--- src/verilog/ccr_cfg.svh ---
/*
  Timing counts, strap codes and ratio values for the core clock ratio
  and reset sequencer. Included by ccr_top, the bound checker and the bench.
*/
`ifndef CCR_CFG_SVH
`define CCR_CFG_SVH

// Clock period in ns
`define CCR_CLK_PERIOD_NS 100
// Internal initialisation time after reset release, ns
`define CCR_INIT_TIME_NS  1600
// Initialisation count in cycles, rounded up
`define CCR_INIT_CYCLES   ((`CCR_INIT_TIME_NS + `CCR_CLK_PERIOD_NS - 1) / `CCR_CLK_PERIOD_NS)
// DRAM power-on initialisation time, ns
`define CCR_DRAM_TIME_NS  800
`define CCR_DRAM_CYCLES   ((`CCR_DRAM_TIME_NS + `CCR_CLK_PERIOD_NS - 1) / `CCR_CLK_PERIOD_NS)
// Strap codes
`define CCR_STRAP_X4      3'h0
`define CCR_STRAP_X5      3'h1
`define CCR_STRAP_X6      3'h2
`define CCR_STRAP_X7      3'h3
`define CCR_STRAP_X8      3'h4
`define CCR_STRAP_X10     3'h5
`define CCR_STRAP_X12     3'h6
`define CCR_STRAP_RSVD    3'h7
// Ratio values
`define CCR_RATIO_4       4'h4
`define CCR_RATIO_5       4'h5
`define CCR_RATIO_6       4'h6
`define CCR_RATIO_7       4'h7
`define CCR_RATIO_8       4'h8
`define CCR_RATIO_10      4'hA
`define CCR_RATIO_12      4'hC
// Output pin count
`define CCR_PIN_W         8

`endif

--- src/verilog/ccr_pkg.sv ---
/*
  Types for the core clock ratio and reset sequencer.
  Assumes ccr_cfg.svh is on the include path.
*/
package ccr_pkg;
  // Reset sequencer states, Gray coded along the path
  typedef enum logic [1:0] {
    CCR_HOLD = 2'h0,
    CCR_INIT = 2'h1,
    CCR_RUN  = 2'h3
  } ccr_state_t;
endpackage

--- src/verilog/ccr_sync.sv ---
/*
  Two flip-flop synchroniser for an asynchronous level input.
  Assumes the input may change at any time relative to clk_i.
*/
`timescale 1ns/1ps
module ccr_sync (
  // Clock and reset
  input  wire logic clk_i,
  input  wire logic rstn_i,
  // Level in and out
  input  wire logic d_i,
  output logic      q_o
);
  // First stage, read only by the second
  logic meta;

  // Two stages; reset value given by caller's intent (low)
  always_ff @(posedge clk_i) begin
    if (!rstn_i) begin
      meta <= 1'b0;
      q_o  <= 1'b0;
    end else begin
      meta <= d_i;
      q_o  <= meta;
    end
  end
endmodule

--- src/verilog/ccr_top.sv ---
/*
  Core clock ratio selection and reset sequencing.
  Straps pick the core clock multiple of the system clock; a reset input
  holds the core idle and all output pins released; a reset-done output
  goes high after initialisation.
  Assumes clk_i is the system clock, straps are static, and reset_done_o
  is wired back to dram_por_n_i on the board.
*/
// How it works
// Core clock runs at strap-chosen multiple.
// Codes 0-6 give 4,5,6,7,8,10,12; 7 reserved.
// Board keeps straps constant while powered.
// Reset puts logic idle and defined.
// Reset-done output marks sequence complete.
// Board wires reset-done to DRAM reset.
// All output pins released during reset.
// Asynchronous inputs pass a synchroniser first.
// Reset-done waits for release and initialisation.
`timescale 1ns/1ps
`include "ccr_cfg.svh"
module ccr_top (
  // Clock and reset
  input  wire logic                 clk_i,
  input  wire logic                 rstn_i,
  // Board pins
  input  wire logic [2:0]           core_ratio_straps_i,
  input  wire logic                 reset_in_n_i,
  input  wire logic                 dram_por_n_i,
  // Core side
  input  wire logic [`CCR_PIN_W-1:0] core_pin_out_i,
  input  wire logic [`CCR_PIN_W-1:0] core_pin_oe_i,
  // Output pins
  output logic [`CCR_PIN_W-1:0]     pin_out_o,
  output logic [`CCR_PIN_W-1:0]     pin_oe_o,
  // Status
  output logic                      reset_done_o,
  output logic [3:0]                core_ratio_o,
  output logic                      ratio_reserved_o,
  output logic                      core_idle_o,
  output logic                      dram_ready_o,
  output logic                      core_instruction_clock_tick_o
);

  // Maps a strap code to its ratio; reserved falls back to 4
  function automatic logic [3:0] ratio_of(input logic [2:0] code);
    case (code)
      `CCR_STRAP_X4:  ratio_of = `CCR_RATIO_4;
      `CCR_STRAP_X5:  ratio_of = `CCR_RATIO_5;
      `CCR_STRAP_X6:  ratio_of = `CCR_RATIO_6;
      `CCR_STRAP_X7:  ratio_of = `CCR_RATIO_7;
      `CCR_STRAP_X8:  ratio_of = `CCR_RATIO_8;
      `CCR_STRAP_X10: ratio_of = `CCR_RATIO_10;
      `CCR_STRAP_X12: ratio_of = `CCR_RATIO_12;
      default:        ratio_of = `CCR_RATIO_4;
    endcase
  endfunction

  localparam int INIT_N = `CCR_INIT_CYCLES;
  localparam int DRAM_N = `CCR_DRAM_CYCLES;

  // Synchronised reset and DRAM reset levels
  logic       rst_in_n_s;
  logic       por_n_s;
  // Synchronised straps, one synchroniser per bit
  logic [2:0] straps_s;
  // Sequencer state
  ccr_pkg::ccr_state_t state;
  ccr_pkg::ccr_state_t next_state;
  // Initialisation counter
  logic [7:0] init_cnt;
  // Straps captured once after reset release
  logic [2:0] strap_lat;
  logic       strap_taken;
  // Core tick phase counter
  logic [3:0] phase;
  // DRAM init counter
  logic [7:0] dram_cnt;

  // Reset and DRAM reset pass a synchroniser
  ccr_sync u_sync_rst (
    .clk_i  (clk_i),
    .rstn_i (rstn_i),
    .d_i    (reset_in_n_i),
    .q_o    (rst_in_n_s)
  );
  ccr_sync u_sync_por (
    .clk_i  (clk_i),
    .rstn_i (rstn_i),
    .d_i    (dram_por_n_i),
    .q_o    (por_n_s)
  );

  // Straps are static, but synchronise anyway for safety
  genvar gi;
  generate
    for (gi = 0; gi < 3; gi++) begin : g_strap
      ccr_sync u_sync_strap (
        .clk_i  (clk_i),
        .rstn_i (rstn_i),
        .d_i    (core_ratio_straps_i[gi]),
        .q_o    (straps_s[gi])
      );
    end
  endgenerate

  // Latch straps once; later changes are ignored since they must not move
  always_ff @(posedge clk_i) begin
    if (!rstn_i) begin
      strap_lat   <= `CCR_STRAP_X4;
      strap_taken <= 1'b0;
    end else if (!strap_taken && state == ccr_pkg::CCR_INIT) begin
      strap_lat   <= straps_s;
      strap_taken <= 1'b1;
    end
  end

  // Next state of the reset sequencer
  always_comb begin
    next_state = state;
    case (state)
      ccr_pkg::CCR_HOLD: begin
        if (rst_in_n_s) begin
          next_state = ccr_pkg::CCR_INIT;
        end
      end
      ccr_pkg::CCR_INIT: begin
        if (!rst_in_n_s) begin
          next_state = ccr_pkg::CCR_HOLD;
        end else if (init_cnt == 8'(INIT_N - 1)) begin
          next_state = ccr_pkg::CCR_RUN;
        end
      end
      ccr_pkg::CCR_RUN: begin
        if (!rst_in_n_s) begin
          next_state = ccr_pkg::CCR_HOLD;
        end
      end
      default: next_state = ccr_pkg::CCR_HOLD;
    endcase
  end

  // State register
  always_ff @(posedge clk_i) begin
    if (!rstn_i) begin
      state <= ccr_pkg::CCR_HOLD;
    end else begin
      state <= next_state;
    end
  end

  // Initialisation counter runs only in INIT
  always_ff @(posedge clk_i) begin
    if (!rstn_i || state != ccr_pkg::CCR_INIT) begin
      init_cnt <= 8'h00;
    end else begin
      init_cnt <= init_cnt + 8'h01;
    end
  end

  // Reset-done goes high only in RUN
  always_ff @(posedge clk_i) begin
    if (!rstn_i) begin
      reset_done_o <= 1'b0;
    end else begin
      reset_done_o <= (next_state == ccr_pkg::CCR_RUN);
    end
  end

  // Core idle while not running
  always_ff @(posedge clk_i) begin
    if (!rstn_i) begin
      core_idle_o <= 1'b1;
    end else begin
      core_idle_o <= (next_state != ccr_pkg::CCR_RUN);
    end
  end

  // Ratio status from the captured straps
  always_ff @(posedge clk_i) begin
    if (!rstn_i) begin
      core_ratio_o     <= `CCR_RATIO_4;
      ratio_reserved_o <= 1'b0;
    end else begin
      core_ratio_o     <= ratio_of(strap_lat);
      ratio_reserved_o <= (strap_lat == `CCR_STRAP_RSVD);
    end
  end

  // Tick once per ratio cycles; one tick stands for ratio core cycles,
  // since the real core clock is faster than anything modelled here.
  // Also stopped on the leaving edge, so no tick follows reset-done low
  always_ff @(posedge clk_i) begin
    if (!rstn_i || state != ccr_pkg::CCR_RUN || next_state != ccr_pkg::CCR_RUN) begin
      phase                         <= 4'h0;
      core_instruction_clock_tick_o <= 1'b0;
    end else if (phase == core_ratio_o - 4'h1) begin
      phase                         <= 4'h0;
      core_instruction_clock_tick_o <= 1'b1;
    end else begin
      phase                         <= phase + 4'h1;
      core_instruction_clock_tick_o <= 1'b0;
    end
  end

  // DRAM initialises after its power-on reset is released
  always_ff @(posedge clk_i) begin
    if (!rstn_i || !por_n_s) begin
      dram_cnt     <= 8'h00;
      dram_ready_o <= 1'b0;
    end else if (dram_cnt == 8'(DRAM_N - 1)) begin
      dram_ready_o <= 1'b1;
    end else begin
      dram_cnt     <= dram_cnt + 8'h01;
    end
  end

  // Output pins released while not running
  always_ff @(posedge clk_i) begin
    if (!rstn_i || next_state != ccr_pkg::CCR_RUN) begin
      pin_oe_o  <= '0;
      pin_out_o <= '0;
    end else begin
      pin_oe_o  <= core_pin_oe_i;
      pin_out_o <= core_pin_out_i;
    end
  end

endmodule
--- config.mk ---
export PLATFORM = sky130hd
export DESIGN_NAME = ccr_top
export DESIGN_NICKNAME = d
export VERILOG_FILES = /design/src/verilog/ccr_pkg.sv /design/src/verilog/ccr_sync.sv /design/src/verilog/ccr_top.sv
export VERILOG_INCLUDE_DIRS = /design/src /design/src/verilog
export SDC_FILE = /design/constraint.sdc
export NUM_CORES = 1
export LEC_CHECK = 0
export ABC_CLOCK_PERIOD_IN_PS = 1800
export BUFFER_PORTS_ARGS = -buffer_cell sky130_fd_sc_hd__buf_2
export CELL_PAD_IN_SITES_DETAIL_PLACEMENT = 0
export CELL_PAD_IN_SITES_GLOBAL_PLACEMENT = 2
export CORE_UTILIZATION = 32
export CTS_CLUSTER_DIAMETER = 200
export CTS_CLUSTER_SIZE = 40
export DETAILED_ROUTE_END_ITERATION = 10
export PLACE_DENSITY = 0.78
export SYNTH_ARGS = -nofsm -noshare
export SYNTH_HDL_FRONTEND = slang
export SYNTH_SLANG_ARGS = --single-unit
--- constraint.sdc ---
create_clock -name clk_i -period 1.8 [get_ports clk_i]
set_clock_uncertainty 0.15 [all_clocks]
set_input_delay 0.36 -clock clk_i [delete_from_list [all_inputs] [get_ports clk_i]]
set_output_delay 0.36 -clock clk_i [all_outputs]
set_load 0.02 [all_outputs]
== After elaboration in Yosys (flattened, before gate mapping) ==
Index checks and enable logic that the tools add are counted.
W data, S select, Z words.

* Add/sub/neg operators: 4
* Eq/ne operators: 16
* Mux-type cells: 7
* Reduce and logical (&&, ||, !) cells: 11

{| class="wikitable"
|+ Operators by type and width
! kind !! count
|-
| $pmux W4 S6 || 1
|-
| $add A8 B1 Y8 const B || 2
|-
| $eq A3 B3 Y1 const B || 4
|-
| $eq A8 B3 Y1 const B || 1
|-
| $eq A8 B4 Y1 const B || 1
|-
| $mux W2 || 4
|-
| $eq A3 B2 Y1 const B || 2
|-
| $pmux W2 S3 || 1
|-
| $logic_or A1 B1 Y1 || 5
|-
| $add A4 B1 Y4 const B || 1
|-
| $eq A2 B2 Y1 const B || 2
|-
| $eq A4 B4 Y1 || 1
|-
| $ne A2 B2 Y1 const B || 2
|-
| $sub A4 B1 Y4 const B || 1
|-
| $eq A3 B1 Y1 const B || 1
|-
| $logic_not A1 Y1 || 3
|-
| $eq A2 B1 Y1 const B || 1
|-
| $logic_not A2 Y1 || 1
|-
| $ne A2 B1 Y1 const B || 1
|-
| $reduce_or A2 Y1 || 1
|-
| $logic_and A1 B1 Y1 || 1
|-
| $mux W1 || 1
|}

* Bits in registers: 61
* Bits of input ports: 23
* Output and inout port bits: 25

== Longest topological paths before layout ==
Gate-level depths: netlist (run 1).

* Depth after elaboration: 7
* Depth in mapped cells: 6
* Mapped depth without buffers: 6

== Cells and area by module ==
From an unflattened synthesis (run 1), not the netlist that was laid out.

* Cell total of the unflattened synthesis: 197
* Area total of the unflattened synthesis: 2073.2 sq um

{| class="wikitable"
|+ By module, submodules not included
! module !! instances !! cells each !! area an instance (sq um) !! sequential area each (sq um)
|-
| ccr_top || 1 || 177 || 1810.5 || 1021.0
|-
| ccr_sync || 5 || 4 || 52.6 || 40.0
|}

== Worst setup path before layout (run 1) ==
Ideal clock, no wire load.

* Kind: flip-flop to flip-flop
* Start: register core_ratio_o[0]
* End: register phase[2]
* Library setup time: 0.131 ns
* Arrival time: 1.492 ns
* Required time: 1.519 ns
* Setup slack: 0.026 ns
* Stages on the path, launching flop included: 7
* Buffers on the path: 0
* Period minus slack after synthesis: 1.774 ns
* Cells stage by stage: dfxtp_1 -> inv_1 -> ha_1 -> xor2_1 -> nand2_1 -> o311ai_0 -> a21oi_1

* Cells in the longest elaborated chain, start to end: 3

{| class="wikitable"
|+ RTL lines
! item !! line !! source
|-
| start: declaration || ccr_top.sv:37 || <nowiki>output logic [3:0] core_ratio_o,</nowiki>
|-
| start signal: assignment || ccr_top.sv:181 || <nowiki>core_ratio_o <= `CCR_RATIO_4;</nowiki>
|-
| start signal: assignment || ccr_top.sv:184 || <nowiki>core_ratio_o <= ratio_of(strap_lat);</nowiki>
|-
| $sub A4 B1 Y4 || ccr_top.sv:196 || <nowiki>end else if (phase == core_ratio_o - 4'h1) begin</nowiki>
|-
| $eq A4 B4 Y1 || ccr_top.sv:196 ||
|-
| $reduce_or A2 Y1 (no line) || n/a ||
|-
| end signal: assignment || ccr_top.sv:200 || <nowiki>phase <= phase + 4'h1;</nowiki>
|-
| end: declaration || ccr_top.sv:75 || <nowiki>logic [3:0] phase;</nowiki>
|}

No other way between the ends.
A chain may end at the register's enable or synchronous reset.

== Worst setup path in the final report (run 1) ==
* Start: register core_ratio_o[0]
* End: register phase[1]

Same word-level chain as after synthesis.

==> flow_results.xml, run 1 <==
<?xml version="1.0" encoding="UTF-8"?>
<metrics>
  <group name="hold_path">
    <metric name="min_path_type" unit="">in -&gt; reg</metric>
    <metric name="holdCritStartpoint" unit="">core_pin_oe_i[6]</metric>
    <metric name="cells_on_worst_hold_path" unit="">2</metric>
    <metric name="timing.hold.worst_endpoint" unit="">pin_oe_o[6]</metric>
  </group>
  <group name="synth">
    <metric name="synth_cell_type_count" unit="">29</metric>
    <metric name="synth_fp_nets" unit="">225</metric>
    <metric name="syn-cell-area" unit="um^2">2078</metric>
    <metric name="ys_warn_count" unit="">0</metric>
    <metric name="yosysTopAreaCellShare" unit="%">58.76</metric>
    <metric name="synth_area_per_cell" unit="um^2">10.50</metric>
    <metric name="synth-seq-area-share" unit="%">58.76</metric>
    <metric name="netlist_instances" unit="">198</metric>
    <metric name="synthDominantAreaCellType" unit="">sky130_fd_sc_hd__dfxtp_1</metric>
    <metric name="area_contributors_post_synth" unit="">sky130_fd_sc_hd__dfxtp_1 59%, sky130_fd_sc_hd__and2_1 8.1%, sky130_fd_sc_hd__xor2_1 5.5%, sky130_fd_sc_hd__nor2_1 3.6%, sky130_fd_sc_hd__nand3_1 2.6%</metric>
    <metric name="ys_seq_elements" unit="">61</metric>
  </group>
  <group name="route">
    <metric name="routed_wire_length_per_instance" unit="um">10.56</metric>
    <metric name="wirelength" unit="mm">3.548</metric>
    <metric name="drt_initial_violations" unit="">58</metric>
    <metric name="antenna_violation_net_count_after_detailed_routing" unit="">0</metric>
    <metric name="drt-vias-per-instance" unit="">4.345</metric>
    <metric name="detail_route.drc_violations" unit="">0</metric>
    <metric name="first_pass_iters" unit="">3</metric>
    <metric name="via_count_of_the_routed_design" unit="">1460</metric>
  </group>
  <group name="sta">
    <metric name="setup_viol" unit="">0</metric>
    <metric name="period_needed" unit="ps">1711</metric>
    <metric name="fin_setup_tns" unit="ps">0</metric>
    <metric name="tightest_slew" unit="ps">411.3</metric>
    <metric name="finalHoldViolations" unit="">0</metric>
    <metric name="final.period_utilization" unit="%">95.04</metric>
    <metric name="maxSlewHeadroom" unit="%">72.38</metric>
    <metric name="timing.fmax" unit="MHz">584.5</metric>
    <metric name="maxSlewViolCount" unit="">0</metric>
  </group>
  <group name="cts">
    <metric name="cts.clk_slew.worst_paths" unit="ps">70</metric>
    <metric name="root_buffer" unit="">sky130_fd_sc_hd__clkbuf_8</metric>
    <metric name="hold_buffers" unit="">0</metric>
    <metric name="clk_path_buf_depth" unit="">2</metric>
    <metric name="postCtsSetupRepairBufs" unit="">0</metric>
    <metric name="clkLatencyLatePin" unit="ps">330</metric>
    <metric name="numCtsBuffers" unit="">9</metric>
    <metric name="cts_tree" unit="">yes</metric>
    <metric name="cts-htree-levels" unit="">3</metric>
    <metric name="cts.sinks" unit="">61</metric>
    <metric name="cts_repair_resize_count" unit="">0</metric>
  </group>
  <group name="critical_path">
    <metric name="crit_arrival" unit="ps">1770</metric>
    <metric name="worstSetupEndpointType" unit="">flop</metric>
    <metric name="timing.critical_path.fanout_max" unit="">4</metric>
    <metric name="critical_path.startpoint_type" unit="">flop</metric>
    <metric name="critPathMaxStageDelay" unit="ps">380</metric>
    <metric name="reg2reg_slack" unit="ps">90</metric>
    <metric name="family_with_the_most_delay_on_the_worst_path" unit="">simple AND/OR/NAND/NOR gates</metric>
    <metric name="type_of_the_worst_setup_path" unit="">reg -&gt; reg</metric>
    <metric name="timing.critical_path.cells" unit="">inv_1, ha_1, xor2_2, nand2_1, nor3_2, nor3b_1</metric>
    <metric name="rr_endpoint" unit="">phase[1]</metric>
    <metric name="required" unit="ps">1860</metric>
    <metric name="cp_slowest_cell" unit="">sky130_fd_sc_hd__dfxtp_1</metric>
    <metric name="worst_r2r_startpoint" unit="">core_ratio_o[0]</metric>
    <metric name="cp.buffers_inverters" unit="">1</metric>
    <metric name="cp-startpoint" unit="">core_ratio_o[0]</metric>
    <metric name="r2r.worst_path.cells" unit="">6</metric>
  </group>
  <group name="layout">
    <metric name="nets" unit="">283</metric>
    <metric name="area_delta_synth_final" unit="%">27.09</metric>
    <metric name="antenna_cells_inserted" unit="">0</metric>
    <metric name="finish.instance_area" unit="um^2">2641</metric>
    <metric name="drive_above_1_share" unit="%">27.20</metric>
    <metric name="fillerInstances" unit="">625</metric>
    <metric name="final_core_util" unit="%">43.33</metric>
    <metric name="final_cell_count_no_fill" unit="">336</metric>
  </group>
  <group name="global_routing">
    <metric name="grt_max_degree" unit="">19</metric>
    <metric name="globalRouteTotalUtil" unit="%">12.00</metric>
    <metric name="grt_first_pass_wirelength" unit="mm">5.851</metric>
    <metric name="first_global_vias" unit="">1356</metric>
    <metric name="grt_antenna_before_repair" unit="">0</metric>
    <metric name="grt_overflow" unit="">0</metric>
  </group>
  <group name="pwr">
    <metric name="power_density" unit="nW/um^2">1030</metric>
    <metric name="combinationalPowerShare" unit="%">1.8</metric>
    <metric name="internal_power" unit="mW">2.171</metric>
    <metric name="power_switching_share" unit="%">20.22</metric>
    <metric name="share_clk_of_total_power" unit="%">47.9</metric>
    <metric name="static-leakage-power" unit="nW">1.160</metric>
    <metric name="netSwitchingPower" unit="mW">0.5504</metric>
    <metric name="ir_worst_vdd" unit="V">0.0004790</metric>
    <metric name="pwr-share-seq" unit="%">50.3</metric>
  </group>
  <group name="run">
    <metric name="cap_viol_max_count" unit="">0</metric>
  </group>
  <group name="die">
    <metric name="row_count" unit="">28</metric>
    <metric name="initial_utilization" unit="%">34.09</metric>
    <metric name="core_area" unit="um^2">6096</metric>
    <metric name="fp.dieArea" unit="um^2">6821</metric>
    <metric name="pin_count" unit="">48</metric>
    <metric name="die_height" unit="um">82.59</metric>
    <metric name="fp.dieW" unit="um">82.59</metric>
  </group>
  <group name="placement">
    <metric name="hpwlAfterDp" unit="mm">2.416</metric>
    <metric name="portBuffers" unit="">47</metric>
    <metric name="dp_cells" unit="">320</metric>
    <metric name="place.gp.congestion" unit="">0.6969</metric>
    <metric name="cell_area_reported_after_detailed_placement" unit="um^2">2414</metric>
  </group>
  <group name="run_status">
    <metric name="run_status" unit="">completed</metric>
  </group>
</metrics>
cell families after synthesis:
| logic type | synth area share (%) |
|---|---|
| and+or+nand+nor | 23.78 |
| DFF | 58.76 |
| xor gates and xnor gates | 8.007 |
| buffers and inverters | 2.227 |
| AOI/OAI and AO/OA | 2.408 |
| muxes | 2.408 |
| adders and majority gates | 2.408 |
worst reg2reg max path: cells and delay by family, from the launching register on:
| kind | cells | cell delay, ps |
|---|---|---|
| AND/OR/NAND/NOR | 3 | 490 |
| XOR/XNOR | 1 | 180 |
| adder cells (fa/ha/maj) | 1 | 330 |
| buffers and inverters | 1 | 60 |
| flip-flops | 1 | 380 |
worst max path at each step:
stage          cells past startpoint  slack, ps       end
2_1_floorplan                      6         30  phase[2]
4_1_cts                            6         70  phase[1]
5_1_grt                            6        -20  phase[2]
6_report                           6         90  phase[1]
3_3_place_gp                       6        110  phase[1]
3_5_place_dp                       6         90  phase[3]
placed cells by master (no fill, tap or decap):
cell,n
sky130_fd_sc_hd__xnor2_1,6
sky130_fd_sc_hd__xor2_1,12
sky130_fd_sc_hd__clkinv_2,2
sky130_fd_sc_hd__nand3_1,11
sky130_fd_sc_hd__ha_1,4
sky130_fd_sc_hd__buf_4,4
sky130_fd_sc_hd__clkinv_4,2
sky130_fd_sc_hd__a21oi_1,4
sky130_fd_sc_hd__dfxtp_1,61
sky130_fd_sc_hd__and4b_1,1
sky130_fd_sc_hd__o311ai_1,1
sky130_fd_sc_hd__inv_1,6
sky130_fd_sc_hd__clkbuf_1,1
sky130_fd_sc_hd__nor3_2,2
sky130_fd_sc_hd__buf_2,47
sky130_fd_sc_hd__bufinv_16,2
sky130_fd_sc_hd__and2_1,27
sky130_fd_sc_hd__nor3_1,6
sky130_fd_sc_hd__clkbuf_8,9
sky130_fd_sc_hd__nor2b_1,3
sky130_fd_sc_hd__mux2i_1,5
sky130_fd_sc_hd__nand3b_1,1
sky130_fd_sc_hd__nor3_4,1
sky130_fd_sc_hd__and3_1,4
sky130_fd_sc_hd__nor3b_1,1
sky130_fd_sc_hd__nand2_1,9
sky130_fd_sc_hd__o21ai_0,1
sky130_fd_sc_hd__a41oi_1,1
sky130_fd_sc_hd__nor4_1,3
sky130_fd_sc_hd__or2_2,1
sky130_fd_sc_hd__nor2_1,20
sky130_fd_sc_hd__a211oi_1,1
sky130_fd_sc_hd__xor2_2,1
sky130_fd_sc_hd__nand4_1,1
cell usage after synthesis:
cell type,number
sky130_fd_sc_hd__dfxtp_1,61
sky130_fd_sc_hd__and2_1,27
sky130_fd_sc_hd__nor2_1,20
sky130_fd_sc_hd__xor2_1,13
sky130_fd_sc_hd__nand3_1,11
sky130_fd_sc_hd__nand2_1,9
sky130_fd_sc_hd__nor3_1,7
sky130_fd_sc_hd__inv_1,6
sky130_fd_sc_hd__xnor2_1,6
sky130_fd_sc_hd__mux2i_1,5
sky130_fd_sc_hd__a21oi_1,4
sky130_fd_sc_hd__and3_1,4
sky130_fd_sc_hd__ha_1,4
sky130_fd_sc_hd__nor2b_1,3
sky130_fd_sc_hd__nor4_1,3
sky130_fd_sc_hd__clkbuf_1,2
sky130_fd_sc_hd__a211oi_1,1
sky130_fd_sc_hd__a41oi_1,1
sky130_fd_sc_hd__and4b_1,1
sky130_fd_sc_hd__buf_2,1
sky130_fd_sc_hd__buf_6,1
sky130_fd_sc_hd__nand3b_1,1
sky130_fd_sc_hd__nand4_1,1
sky130_fd_sc_hd__nor3_2,1
sky130_fd_sc_hd__nor3_4,1
sky130_fd_sc_hd__nor3b_1,1
sky130_fd_sc_hd__o21ai_0,1
sky130_fd_sc_hd__o311ai_0,1
sky130_fd_sc_hd__or2_2,1
layout make-up:
cell class	instances	area [um^2]	area share, %
clock buffers	10	127.6	4.832
clock inverters	6	87.58	3.316
inverters	6	22.52	0.8527
multi-input cells	127	823.3	31.17
flip-flops and latches	61	1221	46.23
well taps	75	93.84	3.553
repair buffers	51	265.3	10.04
sequential cells by signal, indices dropped and copies added (netlist names), 2 cells and up:
register and flops:
pin_oe_o 8, dram_cnt 8, init_cnt 8, strap_lat 3, phase 4, state 2
g_strap.u_sync_strap.q_o 3, pin_out_o 8, core_ratio_o 4, g_strap.u_sync_strap.meta 3
power by group through the flow:
stage | Sequential [mW] | Clock [mW] | Combinational, mW
after detailed placement | 1.40 | 0 | 0.0499
after floorplan | 1.40 | 0 | 0.0214
after global routing | 1.37 | 1.41 | 0.0569
after global placement | 1.40 | 0 | 0.0494
after CTS | 1.37 | 1.35 | 0.0501
final | 1.37 | 1.30 | 0.0491
stage by stage:
step           total power, mW  setup slack [ps]  hold slack, ps
6_report                 2.722             89.20           74.23
4_1_cts                  2.772             66.88           53.13
3_5_place_dp             1.449             86.65           271.1
2_1_floorplan            1.420             26.20           261.9
3_3_place_gp             1.448             110.7           264.4
5_1_grt                  2.833            -22.81           57.18
metal layers:
layer | global-route usage, % | part of all wire [%]
met5 | 0 | 0
met4 | 9.310 | 2.5
met3 | 5.934 | 9.0
met2 | 14.79 | 39
met1 | 15.46 | 50
(Power assumes the default switching activity.)
==> run 2, diff against run 1 <==
--- a/config.mk
+++ b/config.mk
@@ -14,7 +14,7 @@
 export CTS_CLUSTER_DIAMETER = 200
 export CTS_CLUSTER_SIZE = 40
 export DETAILED_ROUTE_END_ITERATION = 10
-export PLACE_DENSITY = 0.78
+export PLACE_DENSITY = 0.82
 export SYNTH_ARGS = -nofsm -noshare
 export SYNTH_HDL_FRONTEND = slang
 export SYNTH_SLANG_ARGS = --single-unit
==> flow_results.xml, run 2 (synthesis results as in run 1) <==
<?xml version="1.0" encoding="UTF-8"?>
<metrics>
  <group name="run_status">
    <metric name="run_status" unit="">completed</metric>
  </group>
  <group name="sta">
    <metric name="final.period_utilization" unit="%">91.01</metric>
    <metric name="maxSlewHeadroom" unit="%">74.51</metric>
    <metric name="maxSlewViolCount" unit="">0</metric>
    <metric name="setup_viol" unit="">0</metric>
    <metric name="timing.fmax" unit="MHz">610.4</metric>
    <metric name="fin_setup_tns" unit="ps">0</metric>
    <metric name="finalHoldViolations" unit="">0</metric>
    <metric name="hold-worst-slack" unit="ps">79.34</metric>
    <metric name="tightest_slew" unit="ps">381.3</metric>
    <metric name="rsz0062_at_grt" unit="">no</metric>
    <metric name="period_needed" unit="ps">1638</metric>
  </group>
  <group name="die">
    <metric name="fp.dieW" unit="um">82.59</metric>
    <metric name="core_area" unit="um^2">6096</metric>
    <metric name="pin_count" unit="">48</metric>
    <metric name="die_height" unit="um">82.59</metric>
    <metric name="fp.dieArea" unit="um^2">6821</metric>
    <metric name="row_count" unit="">28</metric>
    <metric name="initial_utilization" unit="%">34.09</metric>
  </group>
  <group name="critical_path">
    <metric name="timing.critical_path.fanout_max" unit="">3</metric>
    <metric name="timing.critical_path.cells" unit="">inv_1, ha_1, xnor2_1, xnor2_1, nor3_2, nor3b_1</metric>
    <metric name="worst_r2r_startpoint" unit="">core_ratio_o[1]</metric>
    <metric name="critPathMaxStageDelay" unit="ps">340</metric>
    <metric name="type_of_the_worst_setup_path" unit="">reg -&gt; reg</metric>
    <metric name="r2r.worst_path.cells" unit="">6</metric>
    <metric name="reg2reg_slack" unit="ps">160</metric>
    <metric name="required" unit="ps">1890</metric>
    <metric name="rr_endpoint" unit="">phase[1]</metric>
    <metric name="cp_slowest_cell" unit="">sky130_fd_sc_hd__dfxtp_1</metric>
    <metric name="family_with_the_most_delay_on_the_worst_path" unit="">XOR/XNOR gates</metric>
    <metric name="worstSetupEndpointType" unit="">flop</metric>
    <metric name="cp.buffers_inverters" unit="">1</metric>
    <metric name="critical_path.startpoint_type" unit="">flop</metric>
    <metric name="cpMostUsedCell" unit="">sky130_fd_sc_hd__xnor2_1</metric>
    <metric name="crit_arrival" unit="ps">1730</metric>
  </group>
  <group name="placement">
    <metric name="hpwlAfterDp" unit="mm">2.520</metric>
    <metric name="cell_area_reported_after_detailed_placement" unit="um^2">2421</metric>
    <metric name="portBuffers" unit="">47</metric>
    <metric name="place.gp.congestion" unit="">0.7090</metric>
  </group>
  <group name="layout">
    <metric name="nets" unit="">284</metric>
    <metric name="fillerInstances" unit="">628</metric>
    <metric name="most_used_cells_in_the_layout_excluding_fill_and_tap_cells" unit="">61 x sky130_fd_sc_hd__dfxtp_1, 47 x sky130_fd_sc_hd__buf_2, 27 x sky130_fd_sc_hd__and2_1, 20 x sky130_fd_sc_hd__nor2_1, 13 x sky130_fd_sc_hd__xor2_1</metric>
    <metric name="final_common_cell" unit="">sky130_fd_sc_hd__dfxtp_1</metric>
    <metric name="drive_above_1_share" unit="%">25.57</metric>
    <metric name="finish.instance_area" unit="um^2">2579</metric>
    <metric name="area_delta_synth_final" unit="%">24.08</metric>
    <metric name="final_core_util" unit="%">42.30</metric>
    <metric name="antenna_cells_inserted" unit="">0</metric>
  </group>
  <group name="cts">
    <metric name="cts.sinks" unit="">61</metric>
    <metric name="cts_tree" unit="">yes</metric>
    <metric name="clk_path_buf_depth" unit="">2</metric>
    <metric name="numCtsBuffers" unit="">9</metric>
    <metric name="postCtsSetupRepairBufs" unit="">0</metric>
    <metric name="root_buffer" unit="">sky130_fd_sc_hd__clkbuf_8</metric>
    <metric name="cts.clk_slew.worst_paths" unit="ps">60</metric>
    <metric name="clkLatencyLatePin" unit="ps">330</metric>
    <metric name="cts-htree-levels" unit="">3</metric>
  </group>
  <group name="route">
    <metric name="drt_initial_violations" unit="">42</metric>
    <metric name="antenna_violation_net_count_after_detailed_routing" unit="">0</metric>
    <metric name="met3WireLength" unit="um">147</metric>
    <metric name="routed_wire_length_per_instance" unit="um">10.66</metric>
    <metric name="detail_route.drc_violations" unit="">0</metric>
    <metric name="wirelength" unit="mm">3.593</metric>
    <metric name="met1Wirelength" unit="mm">1.721</metric>
    <metric name="drt-vias-per-instance" unit="">4.320</metric>
    <metric name="top_layer" unit="">met4</metric>
    <metric name="first_pass_iters" unit="">2</metric>
    <metric name="via_count_of_the_routed_design" unit="">1456</metric>
    <metric name="dr_wl_met2" unit="mm">1.641</metric>
  </group>
  <group name="global_routing">
    <metric name="globalRouteTotalUtil" unit="%">12.72</metric>
    <metric name="first_global_vias" unit="">1417</metric>
    <metric name="grt_antenna_before_repair" unit="">0</metric>
    <metric name="grt_max_degree" unit="">19</metric>
    <metric name="grt_overflow" unit="">0</metric>
    <metric name="grt_first_pass_wirelength" unit="mm">6.285</metric>
  </group>
  <group name="hold_path">
    <metric name="min_path_type" unit="">in -&gt; reg</metric>
    <metric name="holdCritStartpoint" unit="">core_pin_oe_i[6]</metric>
    <metric name="cells_on_worst_hold_path" unit="">2</metric>
    <metric name="timing.hold.worst_endpoint" unit="">pin_oe_o[6]</metric>
  </group>
  <group name="pwr">
    <metric name="ir_worst_vdd" unit="V">0.0003911</metric>
    <metric name="static-leakage-power" unit="nW">1.134</metric>
    <metric name="share_clk_of_total_power" unit="%">40.5</metric>
    <metric name="netSwitchingPower" unit="mW">0.4957</metric>
    <metric name="power_switching_share" unit="%">20.77</metric>
    <metric name="internal_power" unit="mW">1.891</metric>
    <metric name="combinationalPowerShare" unit="%">2.1</metric>
    <metric name="power_density" unit="nW/um^2">925.5</metric>
    <metric name="pwr-share-seq" unit="%">57.4</metric>
  </group>
  <group name="run">
    <metric name="cap_viol_max_count" unit="">0</metric>
  </group>
</metrics>
==> run 2: changes by cell type in the layout (fill, tap and decap cells not counted) <==
cell / before / now
sky130_fd_sc_hd__buf_4: 4 / 5
sky130_fd_sc_hd__bufinv_16: 2 / 0
sky130_fd_sc_hd__clkbuf_1: 1 / 5
sky130_fd_sc_hd__clkinv_4: 2 / 0
sky130_fd_sc_hd__xor2_1: 12 / 13
sky130_fd_sc_hd__xor2_2: 1 / 0
==> run 2: per-layer routing <==
| layer | vias to the layer above | global-route usage [%] |
|---|---|---|
| met3 | 7 | 4.066 |
| met1 | 656 | 15.54 |
| met2 | 26 | 18.43 |
| met4 | 0 | 9.828 |
| met5 | - | 0 |
| li1 | 767 | - |
==> run 2: how the worst max path moves through the flow <==
stage | cells after the start | slack (ps) | end | startpoint
2_1_floorplan | 6 | 30 | phase[2] | core_ratio_o[0]
6_report | 6 | 160 | phase[1] | core_ratio_o[1]
5_1_grt | 6 | 10 | phase[2] | core_ratio_o[1]
3_3_place_gp | 6 | 160 | phase[1] | core_ratio_o[1]
4_1_cts | 6 | 130 | phase[1] | core_ratio_o[1]
3_5_place_dp | 6 | 140 | phase[1] | core_ratio_o[1]
==> run 2: area by class of cell <==
cell class	instances	area, um^2	share of cell area (%)
clock buffer	14	142.6	5.531
timing repair buffer	52	272.8	10.58
tap	75	93.84	3.639
inverter	6	22.52	0.8734
multi-input combinational	127	815.8	31.64
sequential	61	1221	47.36
clock inverter	2	10.01	0.3882
==> run 2: what timing repair did <==
item / CTS / global route
hold buffers: 0 / 0
setup endpoints to repair: 0 / 2
hold endpoints to repair: 0 / 0
gates resized for setup: 0 / 2
==> run 2: worst register-to-register path, delay by kind of cell (launching register included) <==
kind | cells | cell delay (ps)
xor+xnor | 2 | 520
flops | 1 | 340
simple gates | 2 | 310
fa+ha+maj | 1 | 180
buf+inv | 1 | 50
==> run 2: power groups by stage <==
| stage | sequential, mW | clock [mW] | combinational, mW |
|---|---|---|---|
| floorplan | 1.40 | 0 | 0.0214 |
| global placement | 1.40 | 0 | 0.0514 |
| detailed placement | 1.40 | 0 | 0.0517 |
| CTS | 1.37 | 1.02 | 0.0520 |
| global route | 1.37 | 1.08 | 0.0575 |
| finish | 1.37 | 0.966 | 0.0506 |
==> run 2: metrics by stage <==
step | std cells | setup WS [ps] | total power, mW
global placement | 321 | 157.5 | 1.451
finish | 337 | 161.8 | 2.387
floorplan | 198 | 26.20 | 1.420
detailed placement | 321 | 140.1 | 1.451
CTS | 337 | 129.8 | 2.438
global route | 337 | 14.78 | 2.506
==> run 3, diff against run 2 <==
--- a/config.mk
+++ b/config.mk
@@ -10,6 +10,7 @@
 export BUFFER_PORTS_ARGS = -buffer_cell sky130_fd_sc_hd__buf_2
 export CELL_PAD_IN_SITES_DETAIL_PLACEMENT = 0
 export CELL_PAD_IN_SITES_GLOBAL_PLACEMENT = 2
+export CORE_MARGIN = 2
 export CORE_UTILIZATION = 32
 export CTS_CLUSTER_DIAMETER = 200
 export CTS_CLUSTER_SIZE = 40
==> flow_results.xml, run 3 (synthesis results as in run 1) <==
<?xml version="1.0" encoding="UTF-8"?>
<metrics>
  <group name="cts">
    <metric name="cts_tree" unit="">yes</metric>
    <metric name="root_buffer" unit="">sky130_fd_sc_hd__clkbuf_8</metric>
    <metric name="clk_path_buf_depth" unit="">2</metric>
    <metric name="cts-htree-levels" unit="">3</metric>
    <metric name="clkLatencyLatePin" unit="ps">330</metric>
    <metric name="postCtsSetupRepairBufs" unit="">0</metric>
    <metric name="cts.clk_slew.worst_paths" unit="ps">70</metric>
    <metric name="numCtsBuffers" unit="">9</metric>
    <metric name="cts.sinks" unit="">61</metric>
  </group>
  <group name="route">
    <metric name="antenna_violation_net_count_after_detailed_routing" unit="">0</metric>
    <metric name="via_count_of_the_routed_design" unit="">1453</metric>
    <metric name="detail_route.drc_violations" unit="">0</metric>
    <metric name="routed_wire_length_per_instance" unit="um">10.60</metric>
    <metric name="first_pass_iters" unit="">4</metric>
    <metric name="wirelength" unit="mm">3.582</metric>
    <metric name="drt_initial_violations" unit="">62</metric>
    <metric name="drt-vias-per-instance" unit="">4.299</metric>
  </group>
  <group name="die">
    <metric name="fp.dieArea" unit="um^2">7155</metric>
    <metric name="core_area" unit="um^2">6314</metric>
    <metric name="pin_count" unit="">48</metric>
    <metric name="row_count" unit="">29</metric>
    <metric name="fp.dieW" unit="um">84.59</metric>
    <metric name="die_height" unit="um">84.59</metric>
    <metric name="initial_utilization" unit="%">32.92</metric>
  </group>
  <group name="global_routing">
    <metric name="first_global_vias" unit="">1445</metric>
    <metric name="grt_max_degree" unit="">19</metric>
    <metric name="globalRouteTotalUtil" unit="%">11.37</metric>
    <metric name="grt_antenna_before_repair" unit="">0</metric>
    <metric name="grt_first_pass_wirelength" unit="mm">6.279</metric>
    <metric name="grt_overflow" unit="">0</metric>
  </group>
  <group name="critical_path">
    <metric name="worst_r2r_startpoint" unit="">core_ratio_o[0]</metric>
    <metric name="required" unit="ps">1860</metric>
    <metric name="cp-startpoint" unit="">core_ratio_o[0]</metric>
    <metric name="critical_path.startpoint_type" unit="">flop</metric>
    <metric name="family_with_the_most_delay_on_the_worst_path" unit="">compound AO/OA/AOI/OAI gates</metric>
    <metric name="timing.critical_path.fanout_max" unit="">3</metric>
    <metric name="crit_arrival" unit="ps">1690</metric>
    <metric name="timing.critical_path.cells" unit="">inv_1, ha_1, xor2_1, nand2_1, o311ai_1, a21oi_1</metric>
    <metric name="worstSetupEndpointType" unit="">flop</metric>
    <metric name="critPathMaxStageDelay" unit="ps">340</metric>
    <metric name="cp.buffers_inverters" unit="">1</metric>
    <metric name="type_of_the_worst_setup_path" unit="">reg -&gt; reg</metric>
    <metric name="cp_slowest_cell" unit="">sky130_fd_sc_hd__dfxtp_1</metric>
  </group>
  <group name="layout">
    <metric name="nets" unit="">283</metric>
    <metric name="final_cell_count_no_fill" unit="">338</metric>
    <metric name="drive_above_1_share" unit="%">27.20</metric>
    <metric name="final_common_cell" unit="">sky130_fd_sc_hd__dfxtp_1</metric>
    <metric name="most_used_cells_in_the_layout_excluding_fill_and_tap_cells" unit="">61 x sky130_fd_sc_hd__dfxtp_1, 47 x sky130_fd_sc_hd__buf_2, 27 x sky130_fd_sc_hd__and2_1, 20 x sky130_fd_sc_hd__nor2_1, 13 x sky130_fd_sc_hd__xor2_1</metric>
    <metric name="final_core_util" unit="%">41.87</metric>
    <metric name="area_delta_synth_final" unit="%">27.21</metric>
    <metric name="antenna_cells_inserted" unit="">0</metric>
  </group>
  <group name="sta">
    <metric name="rsz0062_at_grt" unit="">no</metric>
    <metric name="maxSlewViolCount" unit="">0</metric>
    <metric name="hold-worst-slack" unit="ps">72.78</metric>
    <metric name="timing.fmax" unit="MHz">615.3</metric>
    <metric name="finalHoldViolations" unit="">0</metric>
    <metric name="tightest_slew" unit="ps">371.0</metric>
    <metric name="maxSlewHeadroom" unit="%">75.19</metric>
    <metric name="setup_viol" unit="">0</metric>
    <metric name="period_needed" unit="ps">1625</metric>
    <metric name="fin_setup_tns" unit="ps">0</metric>
    <metric name="final.period_utilization" unit="%">90.29</metric>
    <metric name="timing.final.ws_setup" unit="ps">174.7</metric>
  </group>
  <group name="hold_path">
    <metric name="holdCritStartpoint" unit="">core_pin_out_i[4]</metric>
    <metric name="min_path_type" unit="">in -&gt; reg</metric>
  </group>
  <group name="placement">
    <metric name="hpwlAfterDp" unit="mm">2.513</metric>
    <metric name="place_ws" unit="ps">132.7</metric>
    <metric name="portBuffers" unit="">47</metric>
    <metric name="place.gp.congestion" unit="">0.7680</metric>
    <metric name="dp_cells" unit="">322</metric>
  </group>
  <group name="pwr">
    <metric name="static-leakage-power" unit="nW">1.165</metric>
    <metric name="ir_worst_vdd" unit="V">0.0004502</metric>
    <metric name="power_density" unit="nW/um^2">1008</metric>
  </group>
  <group name="run">
    <metric name="cap_viol_max_count" unit="">0</metric>
  </group>
  <group name="run_status">
    <metric name="run_status" unit="">completed</metric>
  </group>
</metrics>
[run 3: cell types whose count changed in the layout (fill, tap and decap cells not counted)]
cell and delta:
sky130_fd_sc_hd__clkbuf_1 -5, sky130_fd_sc_hd__clkinv_2 +1, sky130_fd_sc_hd__clkbuf_8 +3, sky130_fd_sc_hd__buf_12 +1, sky130_fd_sc_hd__bufinv_16 +1, sky130_fd_sc_hd__buf_4 -2
[run 3: worst paths after layout]
| path | slack, ps | end | cells after the start |
|---|---|---|---|
| worst max-delay path | 170 | phase[2] | 6 |
| worst min-delay path | 70 | pin_out_o[4] | 2 |
| worst max register to register | 170 | phase[2] | 6 |
| worst min register to register | 280 | g_strap[1].u_sync_strap.q_o | 1 |
[run 3: layer usage]
metal	routed length, um	GRT usage (%)	vias up	part of all wire, %
met4	128	9.091	0	3.6
met5	0	0	-	0
met1	1736	13.17	642	48
met3	157	4.031	10	4.4
met2	1560	16.89	32	44
li1	-	-	769	-
[run 3: stage by stage]
step                      cell area [um^2]  total power, mW
after global routing                  2644            2.780
after floorplan                       2078            1.420
final                                 2644            2.665
after detailed placement              2429            1.448
after CTS                             2639            2.707
after global placement                2429            1.448
[run 3: layout make-up]
type / instances / area, um^2
fill: 665 / 3670
sequential: 61 / 1221
multi-input combinational: 127 / 815.8
timing repair buffer: 51 / 277.8
clock buffer: 12 / 165.2
tap: 77 / 96.34
clock inverter: 4 / 45.04
inverter: 6 / 22.52
[run 3: report_power, final]
group	internal, mW	switching (mW)	total, mW
Sequential	1.36	0.00530	1.37
Combinational	0.0283	0.0200	0.0484
Clock	0.745	0.503	1.25
Total	2.14	0.528	2.66
[run 3: timing repair]
action	in CTS	in global routing
endpoints found under the setup margin	0	4
hold buffers	0	0
resized for setup	0	2
[run 3: worst reg2reg max path: stages (launching register included)]
cell and delay (ps):
sky130_fd_sc_hd__dfxtp_1 340, sky130_fd_sc_hd__inv_1 50, sky130_fd_sc_hd__ha_1 290, sky130_fd_sc_hd__xor2_1 190, sky130_fd_sc_hd__nand2_1 120, sky130_fd_sc_hd__o311ai_1 280, sky130_fd_sc_hd__a21oi_1 100
